**src/common/ssc_pkg.sv**
```systemverilog
package ssc_pkg;
  // Register bus address width and register byte offsets
  localparam int unsigned ADDR_W = 8;
  localparam logic [7:0] CTRL_OFS = 8'h00; // Transfer control
  localparam logic [7:0] TX_OFS = 8'h08; // Transmit word
  localparam logic [7:0] RX_OFS = 8'h0c; // Received word
  localparam logic [7:0] STAT_OFS = 8'h10; // Sticky event status
  localparam logic [7:0] MASK_OFS = 8'h14; // Event mask

  // Control register field positions
  localparam int unsigned GO_BIT = 0;
  localparam int unsigned RXNEG_BIT = 1;
  localparam int unsigned TXNEG_BIT = 2;
  localparam int unsigned LEN_LSB = 3;
  localparam int unsigned LSB_BIT = 10;
  localparam int unsigned CPOL_BIT = 11;
  localparam int unsigned GAP_LSB = 12;
  localparam int unsigned FLAG_BIT = 16;
  localparam int unsigned IE_BIT = 17;
  localparam int unsigned SLAVE_BIT = 18;

  // Reset values
  localparam logic [3:0] GAP_RST = 4'h3;
  localparam logic [4:0] LEN_RST = 5'h00;

  // Timing: aclk period, default bus clock half period
  localparam int unsigned CLK_NS = 20;
  localparam int unsigned SCLK_HALF_NS = 80;
  localparam int unsigned SCLK_HALF_CYC = SCLK_HALF_NS / CLK_NS;
  // Extra idle with variable clock and data waiting: 6.5 cycles less one half, in halves
  localparam int unsigned VAR_GAP_X10 = 65;
  localparam logic [5:0] VAR_GAP_HALVES = 6'(VAR_GAP_X10 * 2 / 10 - 1);

  // Bus response codes
  localparam logic [1:0] RESP_OKAY = 2'h0;
  localparam logic [1:0] RESP_SLVERR = 2'h2;

  // Shift engine states
  typedef enum logic [2:0] {
    ST_IDLE = 3'b001,
    ST_GAP = 3'b010,
    ST_SHIFT = 3'b100
  } ssc_state_t;
endpackage : ssc_pkg

```
**src/rtl/ssc_ctrl.sv**
```systemverilog
// Chosen here: the AXI4-Lite slave port and the register offsets.
`timescale 1ns/1ns
module ssc_ctrl
  import ssc_pkg::*;
#(
  parameter int unsigned SCLK_HALF = ssc_pkg::SCLK_HALF_CYC
) (
  // Clock and reset
  input wire logic aclk,
  input wire logic aresetn,
  // AXI4-Lite write channels
  input wire logic [ssc_pkg::ADDR_W-1:0] awaddr,
  input wire logic awvalid,
  output logic awready,
  input wire logic [31:0] wdata,
  input wire logic [3:0] wstrb,
  input wire logic wvalid,
  output logic wready,
  output logic [1:0] bresp,
  output logic bvalid,
  input wire logic bready,
  // AXI4-Lite read channels
  input wire logic [ssc_pkg::ADDR_W-1:0] araddr,
  input wire logic arvalid,
  output logic arready,
  output logic [31:0] rdata,
  output logic [1:0] rresp,
  output logic rvalid,
  input wire logic rready,
  // Serial bus pins
  input wire logic sclk_i,
  output logic sclk_o,
  output logic sclk_oe_n,
  output logic sdo,
  input wire logic sdi,
  // Neighbouring FIFO and clock logic
  input wire logic fifo_mode,
  input wire logic var_clk_en,
  input wire logic tx_fifo_not_empty,
  output logic unit_done,
  // Interrupt
  output logic irq
);
  // All block state
  typedef struct packed {
    ssc_state_t st;
    logic [3:0] gap; // Word gap setting
    logic cpol; // Clock idle polarity
    logic lsb; // Low bit first
    logic [4:0] len; // Word length
    logic txneg; // Launch on falling
    logic rxneg; // Sample on falling
    logic go; // Go/busy
    logic flag; // Unit done, sticky
    logic ie; // Unit done interrupt enable
    logic slave; // Role select
    logic [31:0] tx; // Transmit word
    logic [31:0] rx; // Last received word
    logic [31:0] rsh; // Word being received
    logic [7:0] hcnt; // Half-period divider
    logic [6:0] tog; // Bus clock toggles this word
    logic [5:0] sidx; // Bits sampled
    logic [5:0] tidx; // Bit now driven
    logic [5:0] gcnt; // Gap halves left
    logic pend; // Sampled since last launch
    logic lvl; // Driven bus clock level
    logic sdo; // Serial out
    logic done; // Word finished pulse
    logic aw_got;
    logic w_got;
    logic [ADDR_W-1:0] waddr;
    logic [31:0] wdat;
    logic [3:0] wstb;
    logic bvalid;
    logic [1:0] bresp;
    logic rvalid;
    logic [31:0] rdata;
    logic [1:0] rresp;
  } ssc_regs_t;

  ssc_regs_t s_q;
  ssc_regs_t s_d;

  // Synchronised pins: bit 1 bus clock, bit 0 data in
  logic [1:0] pin_lvl;
  logic [1:0] pin_rise;
  logic [1:0] pin_fall;

  // Combinational helpers
  logic rise_ev;
  logic fall_ev;
  logic launch_ev;
  logic samp_ev;
  logic [5:0] nb;
  logic half_end;
  logic wr_fire;
  logic start;
  logic go_view;
  logic [31:0] ctrl_view;
  logic [31:0] nw;
  logic [5:0] gload;

  // Bits per word from the length field
  function automatic logic [5:0] ssc_bits(input logic [4:0] len);
    ssc_bits = (len == 5'h00) ? 6'h20 : {1'b0, len};
  endfunction : ssc_bits

  // Word bit position of the idx-th bit on the wire
  function automatic logic [4:0] ssc_pos(input logic lsb,
                                         input logic [5:0] nbits,
                                         input logic [5:0] idx);
    logic [5:0] p;
    p = lsb ? idx : 6'(nbits - 6'h01 - idx);
    ssc_pos = p[4:0];
  endfunction : ssc_pos

  // Merge a bus write into a word under byte strobes
  function automatic logic [31:0] ssc_merge(input logic [31:0] old,
                                            input logic [31:0] nv,
                                            input logic [3:0] stb);
    logic [31:0] r;
    r = old;
    for (int i = 0; i < 4; i++) begin
      if (stb[i]) begin
        r[8*i +: 8] = nv[8*i +: 8];
      end
    end
    ssc_merge = r;
  endfunction : ssc_merge

  // Pins from the far side cross into aclk first
  ssc_sync #(.W(2)) u_sync (
    .aclk(aclk),
    .aresetn(aresetn),
    .din({sclk_i, sdi}),
    .lvl(pin_lvl),
    .rise(pin_rise),
    .fall(pin_fall)
  );

  // Go/busy as software sees it
  always_comb begin
    if (fifo_mode) begin
      go_view = s_q.slave ? 1'b1 : (s_q.st != ST_IDLE);
    end else begin
      go_view = s_q.go;
    end
    ctrl_view = '0;
    ctrl_view[GO_BIT] = go_view;
    ctrl_view[RXNEG_BIT] = s_q.rxneg;
    ctrl_view[TXNEG_BIT] = s_q.txneg;
    ctrl_view[LEN_LSB +: 5] = s_q.len;
    ctrl_view[LSB_BIT] = s_q.lsb;
    ctrl_view[CPOL_BIT] = s_q.cpol;
    ctrl_view[GAP_LSB +: 4] = s_q.gap;
    ctrl_view[FLAG_BIT] = s_q.flag;
    ctrl_view[IE_BIT] = s_q.ie;
    ctrl_view[SLAVE_BIT] = s_q.slave;
  end

  // Next-state logic for bus slave and shift engine
  always_comb begin
    s_d = s_q;
    s_d.done = 1'b0;
    start = 1'b0;
    nb = ssc_bits(s_q.len);
    half_end = (s_q.hcnt == 8'(SCLK_HALF - 1));
    rise_ev = 1'b0;
    fall_ev = 1'b0;
    nw = ssc_merge(ctrl_view, s_q.wdat, s_q.wstb);
    // Gap in half cycles beyond the first half of the next word
    gload = {1'b0, s_q.gap, 1'b0};
    if (var_clk_en && tx_fifo_not_empty) begin
      gload = 6'(gload + VAR_GAP_HALVES);
    end

    // Write address and data are taken in either order
    if (awvalid && awready) begin
      s_d.aw_got = 1'b1;
      s_d.waddr = awaddr;
    end
    if (wvalid && wready) begin
      s_d.w_got = 1'b1;
      s_d.wdat = wdata;
      s_d.wstb = wstrb;
    end
    if (s_q.bvalid && bready) begin
      s_d.bvalid = 1'b0;
    end
    wr_fire = s_q.aw_got && s_q.w_got && !s_q.bvalid;

    // Register writes
    if (wr_fire) begin
      s_d.aw_got = 1'b0;
      s_d.w_got = 1'b0;
      s_d.bvalid = 1'b1;
      s_d.bresp = RESP_OKAY;
      case (s_q.waddr)
        CTRL_OFS: begin
          s_d.rxneg = nw[RXNEG_BIT];
          s_d.txneg = nw[TXNEG_BIT];
          s_d.len = nw[LEN_LSB +: 5];
          s_d.lsb = nw[LSB_BIT];
          s_d.cpol = nw[CPOL_BIT];
          s_d.gap = nw[GAP_LSB +: 4];
          s_d.ie = nw[IE_BIT];
          s_d.slave = nw[SLAVE_BIT];
          if (s_q.wstb[2] && s_q.wdat[FLAG_BIT]) begin
            s_d.flag = 1'b0;
          end
          // Go is ignored in FIFO mode and while a word runs
          if (!fifo_mode && s_q.wstb[0] && s_q.wdat[GO_BIT] &&
              s_q.st == ST_IDLE) begin
            s_d.go = 1'b1;
            start = 1'b1;
          end
        end
        TX_OFS: s_d.tx = ssc_merge(s_q.tx, s_q.wdat, s_q.wstb);
        RX_OFS: s_d.bresp = RESP_OKAY;
        STAT_OFS: begin
          if (s_q.wstb[0] && s_q.wdat[0]) begin
            s_d.flag = 1'b0;
          end
        end
        MASK_OFS: begin
          if (s_q.wstb[0]) begin
            s_d.ie = s_q.wdat[0];
          end
        end
        default: s_d.bresp = RESP_SLVERR;
      endcase
    end

    // Register reads, answered one cycle after the address
    if (s_q.rvalid && rready) begin
      s_d.rvalid = 1'b0;
    end
    if (arvalid && arready) begin
      s_d.rvalid = 1'b1;
      s_d.rresp = RESP_OKAY;
      case (araddr)
        CTRL_OFS: s_d.rdata = ctrl_view;
        TX_OFS: s_d.rdata = s_q.tx;
        RX_OFS: s_d.rdata = s_q.rx;
        STAT_OFS: s_d.rdata = {31'h0, s_q.flag};
        MASK_OFS: s_d.rdata = {31'h0, s_q.ie};
        default: begin
          s_d.rdata = '0;
          s_d.rresp = RESP_SLVERR;
        end
      endcase
    end

    // FIFO master starts on its own when data waits
    if (fifo_mode && !s_q.slave && s_q.st == ST_IDLE &&
        tx_fifo_not_empty) begin
      start = 1'b1;
    end

    // Bus clock edges: made here as master, seen on the pin as slave
    if (s_q.slave) begin
      rise_ev = (s_q.st == ST_SHIFT) && pin_rise[1];
      fall_ev = (s_q.st == ST_SHIFT) && pin_fall[1];
    end else if (s_q.st == ST_IDLE) begin
      s_d.lvl = s_q.cpol;
      s_d.hcnt = '0;
    end else begin
      s_d.hcnt = half_end ? 8'h00 : 8'(s_q.hcnt + 8'h01);
      if (s_q.st == ST_SHIFT && half_end) begin
        s_d.lvl = ~s_q.lvl;
        rise_ev = ~s_q.lvl;
        fall_ev = s_q.lvl;
        s_d.tog = 7'(s_q.tog + 7'h01);
      end
    end
    launch_ev = s_q.txneg ? fall_ev : rise_ev;
    samp_ev = s_q.rxneg ? fall_ev : rise_ev;

    // Engine states
    case (s_q.st)
      ST_IDLE: s_d.st = ST_IDLE;
      ST_GAP: begin
        if (half_end) begin
          s_d.gcnt = 6'(s_q.gcnt - 6'h01);
          if (s_q.gcnt == 6'h01) begin
            start = 1'b1;
          end
        end
      end
      ST_SHIFT: begin
        // Advance the out bit only after the previous one was sampled
        if (launch_ev && s_q.pend) begin
          s_d.tidx = 6'(s_q.tidx + 6'h01);
          s_d.pend = 1'b0;
        end
        if (samp_ev) begin
          s_d.rsh[ssc_pos(s_q.lsb, nb, s_q.sidx)] = pin_lvl[0];
          s_d.sidx = 6'(s_q.sidx + 6'h01);
          s_d.pend = 1'b1;
        end
        // Master ends on the last toggle, back at the idle level
        if ((!s_q.slave && s_d.tog == {nb, 1'b0}) ||
            (s_q.slave && s_d.sidx == nb)) begin
          s_d.done = 1'b1;
          s_d.rx = s_d.rsh;
          s_d.st = ST_IDLE;
          if (!fifo_mode) begin
            s_d.go = 1'b0;
          end else if (s_q.slave) begin
            start = 1'b1;
          end else if (tx_fifo_not_empty) begin
            if (gload == 6'h00) begin
              start = 1'b1;
            end else begin
              s_d.st = ST_GAP;
              s_d.gcnt = gload;
              s_d.hcnt = '0;
            end
          end
        end
      end
      default: s_d.st = ST_IDLE;
    endcase

    // Load a fresh word; first bit goes out before the first edge
    if (start) begin
      s_d.st = ST_SHIFT;
      s_d.hcnt = '0;
      s_d.tog = '0;
      s_d.sidx = '0;
      s_d.tidx = '0;
      s_d.pend = 1'b0;
      s_d.rsh = '0;
      s_d.lvl = s_q.cpol;
    end

    // Unit done sets the sticky flag; set beats a clear
    if (s_d.done) begin
      s_d.flag = 1'b1;
    end

    // Serial out follows the bit index, first bit chosen by order
    if (s_d.st == ST_SHIFT) begin
      s_d.sdo = s_d.tx[ssc_pos(s_q.lsb, nb, s_d.tidx)];
    end
  end

  // State register, synchronous reset
  always_ff @(posedge aclk) begin
    if (!aresetn) begin
      s_q <= '0;
      s_q.st <= ST_IDLE;
      s_q.gap <= GAP_RST;
      s_q.len <= LEN_RST;
    end else begin
      s_q <= s_d;
    end
  end

  // Outputs
  assign awready = !s_q.aw_got && !s_q.bvalid;
  assign wready = !s_q.w_got && !s_q.bvalid;
  assign bvalid = s_q.bvalid;
  assign bresp = s_q.bresp;
  assign arready = !s_q.rvalid;
  assign rvalid = s_q.rvalid;
  assign rdata = s_q.rdata;
  assign rresp = s_q.rresp;
  assign sclk_o = s_q.lvl;
  assign sclk_oe_n = s_q.slave;
  assign sdo = s_q.sdo;
  assign unit_done = s_q.done;
  assign irq = s_q.flag && s_q.ie;
endmodule : ssc_ctrl

```
**src/rtl/ssc_sync.sv**
```systemverilog
`timescale 1ns/1ns
// Two-stage synchroniser with edge detection on the settled level
module ssc_sync #(
  parameter int unsigned W = 2
) (
  // Clock and reset
  input wire logic aclk,
  input wire logic aresetn,
  // Asynchronous inputs
  input wire logic [W-1:0] din,
  // Synchronised level and one-cycle edge pulses
  output logic [W-1:0] lvl,
  output logic [W-1:0] rise,
  output logic [W-1:0] fall
);
  // Three stages; only the second stage reads the first
  typedef struct packed {
    logic [W-1:0] m1;
    logic [W-1:0] m2;
    logic [W-1:0] m3;
  } ssc_sync_t;

  ssc_sync_t s_q;
  ssc_sync_t s_d;

  // Next-state: shift along the chain
  always_comb begin
    s_d = s_q;
    s_d.m1 = din;
    s_d.m2 = s_q.m1;
    s_d.m3 = s_q.m2;
  end

  // Registers, cleared synchronously
  always_ff @(posedge aclk) begin
    if (!aresetn) begin
      s_q <= '0;
    end else begin
      s_q <= s_d;
    end
  end

  // Edges compare settled stages only
  assign lvl = s_q.m2;
  assign rise = s_q.m2 & ~s_q.m3;
  assign fall = ~s_q.m2 & s_q.m3;
endmodule : ssc_sync
```
**config.mk**
```make
export PLATFORM = sky130hd
export DESIGN_NAME = ssc_ctrl
export DESIGN_NICKNAME = d
export VERILOG_FILES = /design/src/common/ssc_pkg.sv /design/src/rtl/ssc_ctrl.sv /design/src/rtl/ssc_sync.sv
export SDC_FILE = /design/constraint.sdc
export NUM_CORES = 1
export LEC_CHECK = 0
export ABC_AREA = 1
export BUFFER_PORTS_ARGS = -buffer_cell sky130_fd_sc_hd__buf_4
export CORE_MARGIN = 4
export CORE_UTILIZATION = 62
export CTS_BUF_LIST = sky130_fd_sc_hd__clkbuf_4
export DETAILED_ROUTE_END_ITERATION = 8
export PLACE_DENSITY = 0.83
export REMOVE_ABC_BUFFERS = 1
export SYNTH_ARGS = -nofsm -noshare
export SYNTH_HDL_FRONTEND = slang
export SYNTH_SLANG_ARGS = --single-unit
```
**constraint.sdc**
```tcl
create_clock -name aclk -period 4 [get_ports aclk]
set_input_delay 0.8 -clock aclk [delete_from_list [all_inputs] [get_ports aclk]]
set_output_delay 0.8 -clock aclk [all_outputs]
set_load 0.01 [all_outputs]
```
* Word-level counts from Yosys, hierarchy flattened *
Cells that the tools add are included.

storage, ports and cells
  word-level logic and storage cells = 236
  input bits = 64
  register bits = 243

operators by class
  add/sub/neg operators = 9
  equal/unequal tests = 28
  $lt $le $gt $ge = 3
  bitwise gates (word level) = 6
  reductions and logical operators = 58
  muxes and demuxes = 96

operators by type and width
  operator                                                                       number
  32-bit case mux with 5 select lines                                            1
  8-bit two-way mux                                                              12
  6-bit two-way mux                                                              13
  32-bit two-way mux                                                             2
  1-bit two-way mux                                                              43
  36-bit two-way mux                                                             1
  35-bit two-way mux                                                             1
  32-bit bitwise mux                                                             1
  8-bit by 4-bit equality test with 1-bit output (second input constant)         4
  8-bit by 5-bit equality test with 1-bit output (second input constant)         4
  1-bit logical AND                                                              26
  8-bit zero test                                                                2
  15-bit two-way mux                                                             1
  7-bit two-way mux                                                              2
  2-bit inequality test (second input constant)                                  7
  6-bit by 1-bit adder with 6-bit output (second input constant)                 2
  5-bit by 6-bit less-than comparator with 1-bit output (second input constant)  2
  2-bit two-way mux                                                              6
  3-bit two-way mux                                                              4
  6-bit case mux with 2 select lines                                             1
  2-bit nonzero test                                                             6
  5-bit two-way mux                                                              2
  5-bit OR reduction                                                             2
  5-bit subtractor                                                               2
  33 further kinds                                                               53

* Longest topological paths before layout *
Gate-level depths: netlist of run 1.

  word-level depth = 19
  depth in mapped cells = 30
  mapped depth without buffers = 30

* Modules after synthesis *
Synthesis of run 1 repeated with hierarchy kept, for this count alone.

unflattened totals
  cell total of the unflattened synthesis = 1,624
  area total of the unflattened synthesis = 11,654.9 um^2

modules (own cells, without submodules)
  module    times used  cells each  seq. area each (um^2)  area each (um^2)
  ssc_ctrl  1           1,596       4,684.5                11,444.7
  ssc_sync  1           28          120.1                  210.2

* Worst setup path after synthesis of run 1 *
OpenSTA, ideal clock, no wires.

  path type = input to register
  start point = in var_clk_en
  end point = reg s_q, in the netlist sdo
  setup slack = 0.376 ns
  data arrival time = 3.503 ns
  cell stages on the path = 22
  cell sequence = nand2_1 -> nor2_1 -> xnor2_1 -> nand2_1 -> nor4_1 -> nand3_1 -> a21oi_1 -> nand2_4 -> nand3_4 -> inv_1 -> ha_1 -> inv_1 -> fa_1 -> or2_2 -> nand2_2 -> inv_2 -> nand3_1 -> nand3_1 -> nand3_1 -> nand3_1 -> nand2_1 -> a21oi_2

RTL lines
  what                line            source
  start: declaration  ssc_ctrl.sv:38  input wire logic var_clk_en,
  end: declaration    ssc_ctrl.sv:81  ssc_regs_t s_q;

* Final worst setup path of run 1 *
  start point = reg s_q[113] (netlist bit)
  end point = reg s_q, in the netlist sdo

between the ends
  cells in the longest elaborated chain, start to end = 18

ends and longest elaborated chain
  what                                              line             source
  8-bit by 2-bit equality test with 1-bit output *  ssc_ctrl.sv:167  half_end = (s_q.hcnt == 8'(SCLK_HALF - 1));
  1-bit logical AND                                 ssc_ctrl.sv:269  if (s_q.st == ST_SHIFT && half_end) begin
  1-bit two-way mux                                 ssc_ctrl.sv:269
  1-bit two-way mux                                 ssc_ctrl.sv:264  end else if (s_q.st == ST_IDLE) begin
  1-bit two-way mux                                 ssc_ctrl.sv:261  if (s_q.slave) begin
  1-bit two-way mux                                 ssc_ctrl.sv:277  samp_ev = s_q.rxneg ? fall_ev : rise_ev;
  6-bit two-way mux                                 ssc_ctrl.sv:296  if (samp_ev) begin
  6-bit two-way mux                                 ssc_ctrl.sv:280  case (s_q.st)
  [2 not listed]                                    --
  1-bit logical OR                                  ssc_ctrl.sv:302  if ((!s_q.slave && s_d.tog == {nb, 1'b0}) ||
  1-bit two-way mux                                 ssc_ctrl.sv:302
  1-bit case mux with 2 select lines                ssc_ctrl.sv:280
  6-bit two-way mux                                 ssc_ctrl.sv:326  if (start) begin
  5-bit subtractor                                  ssc_ctrl.sv:113  p = lsb ? idx : 6'(nbits - 6'h01 - idx);
  5-bit two-way mux                                 ssc_ctrl.sv:113
  1-bit binary-select mux with 5-bit select         ssc_ctrl.sv:344  s_d.sdo = s_d.tx[ssc_pos(s_q.lsb, nb, s_d.tidx)];
  1-bit two-way mux (implied by the code)           ssc_ctrl.sv:344

Every way passes the cells marked *; elsewhere a longest branch is shown, timed or not. The select of a mux whose other input is x is not followed.
A chain may end at the register's enable or synchronous reset.

==> results of run 1 <==
-- worst reg2reg max path: cells and delay by family (launching register included) --
kind	cells	cell delay, ps
AO/OA/AOI/OAI	2	260
XOR/XNOR	1	180
adder cells (fa/ha/maj)	2	440
buffers and inverters	6	570
flip-flops	1	370
AND/OR/NAND/NOR	20	1890
-- power by group through the flow --
stage | registers (mW) | logic (mW) | clock network [mW]
2_1_floorplan | 2.52 | 0.186 | 0
3_3_place_gp | 2.53 | 0.329 | 0
4_1_cts | 2.48 | 0.340 | 1.87
6_report | 2.48 | 0.347 | 1.86
3_5_place_dp | 2.53 | 0.338 | 0
5_1_grt | 2.48 | 0.390 | 2.00
-- layout make-up --
class                           count  area, um2  share of cell area (%)
Multi-Input combinational cell   1104       5690                    43.5
Sequential cell                   239       4790                    36.6
Timing Repair Buffer              138       1040                    7.93
Inverter                          166        626                    4.79
Clock buffer                       81        608                    4.65
Tap cell                          229        287                    2.19
Clock inverter                      7       35.0                   0.268
Antenna cell                        1       2.50                  0.0191
-- stage by stage --
| step | TNS, ps | utilization [%] | worst slack [ps] |
|---|---|---|---|
| 2_1_floorplan | 0 | - | 376 |
| 3_3_place_gp | 0 | 67.7 | 56.5 |
| 3_5_place_dp | -34.6 | 67.7 | -34.6 |
| 4_1_cts | 0 | 71.3 | 22.5 |
| 5_1_grt | -50.0 | 72.3 | -50.0 |
| 6_report | 0 | 72.3 | 158 |
-- flip-flops by register name (all words and copies together) (netlist names), 2 cells and up --
name / flops
ctrl_view: 15
u_sync.s_d: 2
rdata: 32
s_q: 179
u_sync.lvl: 2
-- repair_timing --
| action | CTS | global route |
|---|---|---|
| setup buffers | 0 | 6 |
| pin swaps | 0 | 11 |
| setup endpoints to repair | 1 | 1 |
| resized for setup | 1 | 25 |
| hold buffers | 0 | 0 |
-- worst paths after layout --
kind | from | endpoint | slack, ps | depth (start not counted)
worst max-delay path | s_q[113] | sdo | 160 | 31
worst min-delay path | sdi | u_sync.s_d[2] | 300 | 3
worst max register to register | s_q[113] | sdo | 160 | 31
worst min register to register | u_sync.s_d[3] | u_sync.lvl[1] | 400 | 2
-- cell families (layout without fill, tap and decap cells) --
logic type	after synthesis	in the layout	synth area share, %
XOR/XNOR	26	26	1.98
adder cells (fa/ha/maj)	18	18	2.09
buffers and inverters	269	392	10.1
multiplexers	23	23	2.00
flip-flops	239	239	41.6
other	1	3	0.0326
AND/OR/NAND/NOR	732	732	27.5
AO/OA/AOI/OAI	303	303	14.7
-- routing by layer --
metal,up-vias,GRT usage (%),share of wire (%)
met5,-,0,0
met4,0,11.9,3.3
met3,79,5.82,9.1
met2,533,48.8,46
met1,5168,41.6,42
li1,5414,-,-
-- synthesized netlist by cell type, types with 8 or more instances --
master / n
buf_4: 36
buf_1: 8
dfxtp_1: 239
o211ai_1: 12
nor2_1: 254
xor2_1: 22
inv_1: 156
nand3_1: 120
mux2i_1: 23
a21oi_1: 97
nor3_1: 16
ha_1: 16
nand2_1: 288
o21ai_0: 142
clkbuf_1: 51
a211oi_1: 14
nand2_2: 8
==> flow_summary.html, run 1 <==
<table>
<tr><th>Metric</th><th>Value</th></tr>
<tr><th colspan="2">Outcome</th></tr>
<tr><td>Outcome</td><td>completed</td></tr>
<tr><th colspan="2">STA</th></tr>
<tr><td>Relative slew margins</td><td>33.1%</td></tr>
<tr><td>Tightest Pin Transition</td><td>993 ps</td></tr>
<tr><td>Setup violations, final</td><td>0</td></tr>
<tr><td>Tcrit/Tclk final</td><td>96.0%</td></tr>
<tr><td>Final Max Tran Viols</td><td>0</td></tr>
<tr><td>Final setup skew</td><td>44.9 ps</td></tr>
<tr><td>Clock period minus final worst setup slack</td><td>3840 ps</td></tr>
<tr><td>Number of hold violations in the final report</td><td>0</td></tr>
<tr><td>Hold slack</td><td>305 ps</td></tr>
<tr><td>Maximum frequency from static timing analysis</td><td>0.260 GHz</td></tr>
<tr><td>Unrepaired setup endpoints after global routing</td><td>true</td></tr>
<tr><th colspan="2">Global routing</th></tr>
<tr><td>Final global-route overflow total</td><td>0</td></tr>
<tr><td>Via count of the first global-routing pass</td><td>10300</td></tr>
<tr><td>Wire length of the first global-routing pass</td><td>51200 um</td></tr>
<tr><td>GRT Resource Usage Total</td><td>30.7%</td></tr>
<tr><td>Antenna violations before repair</td><td>1</td></tr>
<tr><td>Largest net degree at the start of global routing</td><td>59</td></tr>
<tr><th colspan="2">Routing</th></tr>
<tr><td>Total detailed-routing wirelength</td><td>32900 um</td></tr>
<tr><td>Remaining antenna violation count after routing</td><td>0</td></tr>
<tr><td>Via count</td><td>11200</td></tr>
<tr><td>TritonRoute pass-1 iters</td><td>7</td></tr>
<tr><td>Vias per inst</td><td>5.70</td></tr>
<tr><td>Number of design rule violations left after detail routing</td><td>0</td></tr>
<tr><td>Routed length per placed instance</td><td>16.7 um</td></tr>
<tr><td>Iter 0 DRT Violations</td><td>1147</td></tr>
<tr><th colspan="2">Clocking</th></tr>
<tr><td>Level count of the clock H-tree</td><td>2</td></tr>
<tr><td>Insertion delay to the later sink of the worst-skew pair</td><td>710 ps</td></tr>
<tr><td>Root Buffer</td><td>clkbuf_4</td></tr>
<tr><td>Clock tree buffer depth</td><td>3</td></tr>
<tr><td>Clock sinks</td><td>239</td></tr>
<tr><td>Clock buffers created by TritonCTS</td><td>59</td></tr>
<tr><td>Clock transition at path regs</td><td>70 ps</td></tr>
<tr><td>Clock tree from TritonCTS</td><td>built</td></tr>
<tr><th colspan="2">Power</th></tr>
<tr><td>Sw frac</td><td>25.9%</td></tr>
<tr><td>Peak supply drop</td><td>0.236 mV</td></tr>
<tr><td>Power density relative to cell area</td><td>358 nW/um2</td></tr>
<tr><td>Total net switching power</td><td>1.21 mW</td></tr>
<tr><td>Portion of total power attributed to the clock network</td><td>39.6%</td></tr>
<tr><td>Total power of the final layout</td><td>4.69 mW</td></tr>
<tr><td>Leakage power of the design</td><td>5.69 nW</td></tr>
<tr><td>Relative contribution of combinational cells to total power</td><td>7.4%</td></tr>
<tr><td>Total internal power</td><td>3.47 mW</td></tr>
<tr><td>Sequential fraction of design power</td><td>52.9%</td></tr>
<tr><th colspan="2">Yosys</th></tr>
<tr><td>Area leader, netlist</td><td>dfxtp_1</td></tr>
<tr><td>Mapped Avg Cell Area</td><td>7.14 um2</td></tr>
<tr><td>Sequential element share of the synthesized area</td><td>41.6%</td></tr>
<tr><td>FFs w/ async S/R, synth</td><td>0%</td></tr>
<tr><td>Cells taking the most area after synthesis</td><td>dfxtp_1 42%, nand2_1 9.4%, nor2_1 8.3%, o21ai_0 6.2%, nand3_1 5.2%</td></tr>
<tr><td>Share of the synthesized area in the top cell type</td><td>41.6%</td></tr>
<tr><td>Count of mapped cells out of synthesis</td><td>1611</td></tr>
<tr><td>Number of warnings reported in the yosys synthesis log</td><td>0</td></tr>
<tr><td>Library cells used by synthesis</td><td>52</td></tr>
<tr><td>Dominant synthesized flop cell</td><td>dfxtp_1</td></tr>
<tr><td>Syn Std Cell Area</td><td>11500 um2</td></tr>
<tr><td>Flip-flop and latch count after synthesis</td><td>239</td></tr>
<tr><td>Number of flops mapped to enable cells by yosys</td><td>0</td></tr>
<tr><th colspan="2">Setup path</th></tr>
<tr><td>Arrival time of the worst setup path</td><td>4420 ps</td></tr>
<tr><td>Critical Path Slowest Stage Cell</td><td>dfxtp_4</td></tr>
<tr><td>Startpoint type of the worst setup path</td><td>flop</td></tr>
<tr><td>Required time of the critical path</td><td>4580 ps</td></tr>
<tr><td>Cell family with most CP delay</td><td>simple AND/OR/NAND/NOR gates</td></tr>
<tr><td>Element type at the critical path end</td><td>flop</td></tr>
<tr><td>Critical path buffer and inverter count</td><td>6</td></tr>
<tr><td>Longest individual stage delay on the worst path</td><td>370 ps</td></tr>
<tr><td>Top fanout value on the critical path</td><td>6</td></tr>
<tr><td>Library cell appearing most often on the critical path</td><td>nand2_1</td></tr>
<tr><td>CP Class</td><td>flop to flop</td></tr>
<tr><th colspan="2">Floorplan</th></tr>
<tr><td>Floorplan row count</td><td>49</td></tr>
<tr><td>DIE AREA</td><td>20800 um2</td></tr>
<tr><td>Core ar.</td><td>18100 um2</td></tr>
<tr><td>Effective utilization at floorplan</td><td>63.6%</td></tr>
<tr><td>Die span in y</td><td>144 um</td></tr>
<tr><td>Die W</td><td>144 um</td></tr>
<tr><td>IO Count</td><td>110</td></tr>
<tr><th colspan="2">Placement</th></tr>
<tr><td>Count of input and output buffers</td><td>107</td></tr>
<tr><td>Placer's final routability congestion estimate</td><td>0.942</td></tr>
<tr><td>Placed instance count</td><td>1870</td></tr>
<tr><td>Area after DPL</td><td>12200 um2</td></tr>
<tr><td>HPWL reported at the end of detailed placement</td><td>23700 um</td></tr>
<tr><th colspan="2">Final layout</th></tr>
<tr><td>Leading cell types in the layout, fill and taps excluded</td><td>288 x nand2_1, 253 x nor2_1, 237 x dfxtp_1</td></tr>
<tr><td>Final layout net count</td><td>1790</td></tr>
<tr><td>Commonest non-fill, non-tap cell in the layout</td><td>nand2_1</td></tr>
<tr><td>Filler cells</td><td>1462</td></tr>
<tr><td>Post-route insts no fill</td><td>1965</td></tr>
<tr><td>Cell area after layout</td><td>13100 um2</td></tr>
<tr><td>Area growth from synthesis to final layout</td><td>13.6%</td></tr>
<tr><td>Layout cell share with drive strength beyond 1</td><td>16.3%</td></tr>
<tr><th colspan="2">Hold path</th></tr>
<tr><td>Type of the tightest min-delay check</td><td>input pin to flop</td></tr>
<tr><th colspan="2">Job</th></tr>
<tr><td>Total of max-cap violations</td><td>0</td></tr>
</table>
Power figures use the tool's default switching activity.
==> inputs of run 2 (changes only) <==
--- a/config.mk
+++ b/config.mk
@@ -12,6 +12,7 @@
 export CTS_BUF_LIST = sky130_fd_sc_hd__clkbuf_4
 export DETAILED_ROUTE_END_ITERATION = 8
 export PLACE_DENSITY = 0.83
+export RECOVER_POWER = 100
 export REMOVE_ABC_BUFFERS = 1
 export SYNTH_ARGS = -nofsm -noshare
 export SYNTH_HDL_FRONTEND = slang
==> run 2 against run 1 <==
The run now ends with max-capacitance violations, max-slew violations left. Total power barely moved. Via count barely moved. Register-to-register slack about the same. Sequential power about the same. Die area did not move. Flip-flop and latch count did not move. Cell count did not move. Critical path depth is 1 lower. Clock power barely moved. Final area shrank 1.4%. Worst setup slack gained 4.0 ps. Hold slack worse by 3.8 ps. Highest routed layer unchanged.
==> flow_summary.html, run 2 (synthesis gave the netlist of run 1 again) <==
<table>
<tr><th>Metric</th><th>Value</th></tr>
<tr><th colspan="2">Final layout</th></tr>
<tr><td>Layout cell share with drive strength beyond 1</td><td>13.4%</td></tr>
<tr><td>Commonest non-fill, non-tap cell in the layout</td><td>nand2_1</td></tr>
<tr><td>Leading cell types in the layout, fill and taps excluded</td><td>288 x nand2_1, 253 x nor2_1, 237 x dfxtp_1</td></tr>
<tr><td>Most flops, register</td><td>s_q</td></tr>
<tr><td>Area of all sequential standard cells</td><td>4790 um2</td></tr>
<tr><td>Filler cells</td><td>1532</td></tr>
<tr><td>Multi-input gate area in the final layout</td><td>5690 um2</td></tr>
<tr><td>Fraction of the core area covered by cells at the end of the flow</td><td>71.3%</td></tr>
<tr><td>Final layout net count</td><td>1790</td></tr>
<tr><td>Flip-flop count of the largest register, all copies and words added</td><td>179</td></tr>
<tr><td>Area growth from synthesis to final layout</td><td>12.0%</td></tr>
<tr><th colspan="2">Setup path</th></tr>
<tr><td>CP Class</td><td>flop to flop</td></tr>
<tr><td>Top fanout value on the critical path</td><td>8</td></tr>
<tr><td>Critical Path Slowest Stage Cell</td><td>fa_1</td></tr>
<tr><td>Required time of the critical path</td><td>4640 ps</td></tr>
<tr><td>Library cell appearing most often on the critical path</td><td>nand2_1</td></tr>
<tr><td>Element type at the critical path end</td><td>flop</td></tr>
<tr><td>Longest individual stage delay on the worst path</td><td>410 ps</td></tr>
<tr><td>Arrival time of the worst setup path</td><td>4470 ps</td></tr>
<tr><td>Startpoint type of the worst setup path</td><td>flop</td></tr>
<tr><th colspan="2">Clocking</th></tr>
<tr><td>Clock tree from TritonCTS</td><td>built</td></tr>
<tr><td>Number of buffers inserted by hold repair at cts</td><td>0</td></tr>
<tr><td>Clock transition at path regs</td><td>70 ps</td></tr>
<tr><td>Clock buffers created by TritonCTS</td><td>59</td></tr>
<tr><td>Clock tree buffer depth</td><td>3</td></tr>
<tr><td>Clock sinks</td><td>239</td></tr>
<tr><td>Root Buffer</td><td>clkbuf_4</td></tr>
<tr><td>Insertion delay to the later sink of the worst-skew pair</td><td>710 ps</td></tr>
<tr><td>Level count of the clock H-tree</td><td>2</td></tr>
<tr><th colspan="2">Power</th></tr>
<tr><td>Leakage power of the design</td><td>5.49 nW</td></tr>
<tr><td>Peak supply drop</td><td>0.236 mV</td></tr>
<tr><td>Power density relative to cell area</td><td>363 nW/um2</td></tr>
<tr><th colspan="2">Routing</th></tr>
<tr><td>Via count</td><td>11200</td></tr>
<tr><td>Vias per inst</td><td>5.70</td></tr>
<tr><td>TritonRoute pass-1 iters</td><td>7</td></tr>
<tr><td>Number of design rule violations left after detail routing</td><td>0</td></tr>
<tr><td>Total detailed-routing wirelength</td><td>33000 um</td></tr>
<tr><td>Remaining antenna violation count after routing</td><td>0</td></tr>
<tr><td>Iter 0 DRT Violations</td><td>1258</td></tr>
<tr><td>Routed length per placed instance</td><td>16.8 um</td></tr>
<tr><th colspan="2">Outcome</th></tr>
<tr><td>Outcome</td><td>complete, but fails checks</td></tr>
<tr><td>Violations in the final reports</td><td>max-capacitance violations, max-slew violations</td></tr>
<tr><th colspan="2">STA</th></tr>
<tr><td>Relative slew margins</td><td>-19.6%</td></tr>
<tr><td>Final setup skew</td><td>46.8 ps</td></tr>
<tr><td>Maximum frequency from static timing analysis</td><td>0.261 GHz</td></tr>
<tr><td>Unrepaired setup endpoints after global routing</td><td>true</td></tr>
<tr><td>Tcrit/Tclk final</td><td>95.9%</td></tr>
<tr><td>Number of hold violations in the final report</td><td>0</td></tr>
<tr><td>Final Max Tran Viols</td><td>80</td></tr>
<tr><td>Clock period minus final worst setup slack</td><td>3840 ps</td></tr>
<tr><td>Setup violations, final</td><td>0</td></tr>
<tr><td>Slack of the critical path</td><td>162 ps</td></tr>
<tr><td>Hold slack</td><td>301 ps</td></tr>
<tr><td>Sum of negative setup slack</td><td>0 ps</td></tr>
<tr><td>Tightest Pin Transition</td><td>1790 ps</td></tr>
<tr><th colspan="2">Global routing</th></tr>
<tr><td>Largest net degree at the start of global routing</td><td>59</td></tr>
<tr><td>Wire length of the first global-routing pass</td><td>51200 um</td></tr>
<tr><td>Via count of the first global-routing pass</td><td>10300</td></tr>
<tr><td>Antenna violations before repair</td><td>1</td></tr>
<tr><td>GRT Resource Usage Total</td><td>30.7%</td></tr>
<tr><td>Final global-route overflow total</td><td>0</td></tr>
<tr><th colspan="2">Floorplan</th></tr>
<tr><td>Die W</td><td>144 um</td></tr>
<tr><td>Core ar.</td><td>18100 um2</td></tr>
<tr><td>IO Count</td><td>110</td></tr>
<tr><td>Die span in y</td><td>144 um</td></tr>
<tr><td>Floorplan row count</td><td>49</td></tr>
<tr><td>Effective utilization at floorplan</td><td>63.6%</td></tr>
<tr><td>DIE AREA</td><td>20800 um2</td></tr>
<tr><th colspan="2">Job</th></tr>
<tr><td>Total of max-cap violations</td><td>2</td></tr>
<tr><th colspan="2">Placement</th></tr>
<tr><td>HPWL reported at the end of detailed placement</td><td>23700 um</td></tr>
<tr><td>DP Worst Slack</td><td>-34.6 ps</td></tr>
<tr><td>Placer's final routability congestion estimate</td><td>0.942</td></tr>
<tr><td>Count of input and output buffers</td><td>107</td></tr>
<tr><th colspan="2">Hold path</th></tr>
<tr><td>Type of the tightest min-delay check</td><td>input pin to flop</td></tr>
</table>
run 2: routing by layer:
| layer | share of wire (%) | vias up | GRT usage, % |
|---|---|---|---|
| li1 | - | 5421 | - |
| met1 | 41 | 5138 | 41.6 |
| met2 | 46 | 561 | 48.8 |
| met3 | 9.5 | 72 | 5.82 |
| met4 | 3.0 | 0 | 11.9 |
| met5 | 0 | - | 0 |
run 2: power by group:
group	switching [mW]	internal, mW	total [mW]
Combinational	0.222	0.117	0.339
Clock	0.949	0.913	1.86
Sequential	0.0449	2.44	2.48
run 2: what timing repair did:
action,4_1_cts,5_1_grt
buffers inserted,0,6
pin swaps,0,11
gates resized for setup,1,25
hold endpoints to repair,0,0
endpoints found under the setup margin,1,1
run 2: worst paths after layout:
check	startpoint	endpoint	slack, ps	cells past startpoint
worst max-delay path	s_q[113]	sdo	160	30
worst min-delay path	sdi	u_sync.s_d[2]	300	3
worst max register to register	s_q[113]	sdo	160	30
worst min register to register	u_sync.s_d[3]	u_sync.lvl[1]	400	2
run 2: layout make-up:
class                      instances  area share [%]
antenna                            1          0.0194
clock buffer                      81            4.72
clock inverter                     7           0.272
inverter                         166            4.85
multi-input combinational       1104            44.1
sequential                       239            37.2
tap                              229            2.22
timing repair buffer             138            6.64
run 2: through the flow:
stage / instances / power [mW] / area, um2
6_report: 1965 / 4.68 / 12900
3_5_place_dp: 1870 / 2.87 / 12200
4_1_cts: 1958 / 4.69 / 12900
2_1_floorplan: 1509 / 2.70 / 11000
5_1_grt: 1965 / 4.86 / 12900
3_3_place_gp: 1870 / 2.86 / 12200
run 2: critical path, delay by kind of cell, from the launching register on:
family	cells	cell delay [ps]
DFF	1	370
and+or+nand+nor	22	2220
AOI/OAI and AO/OA	1	100
buffers and inverters	4	310
adders and majority gates	3	730
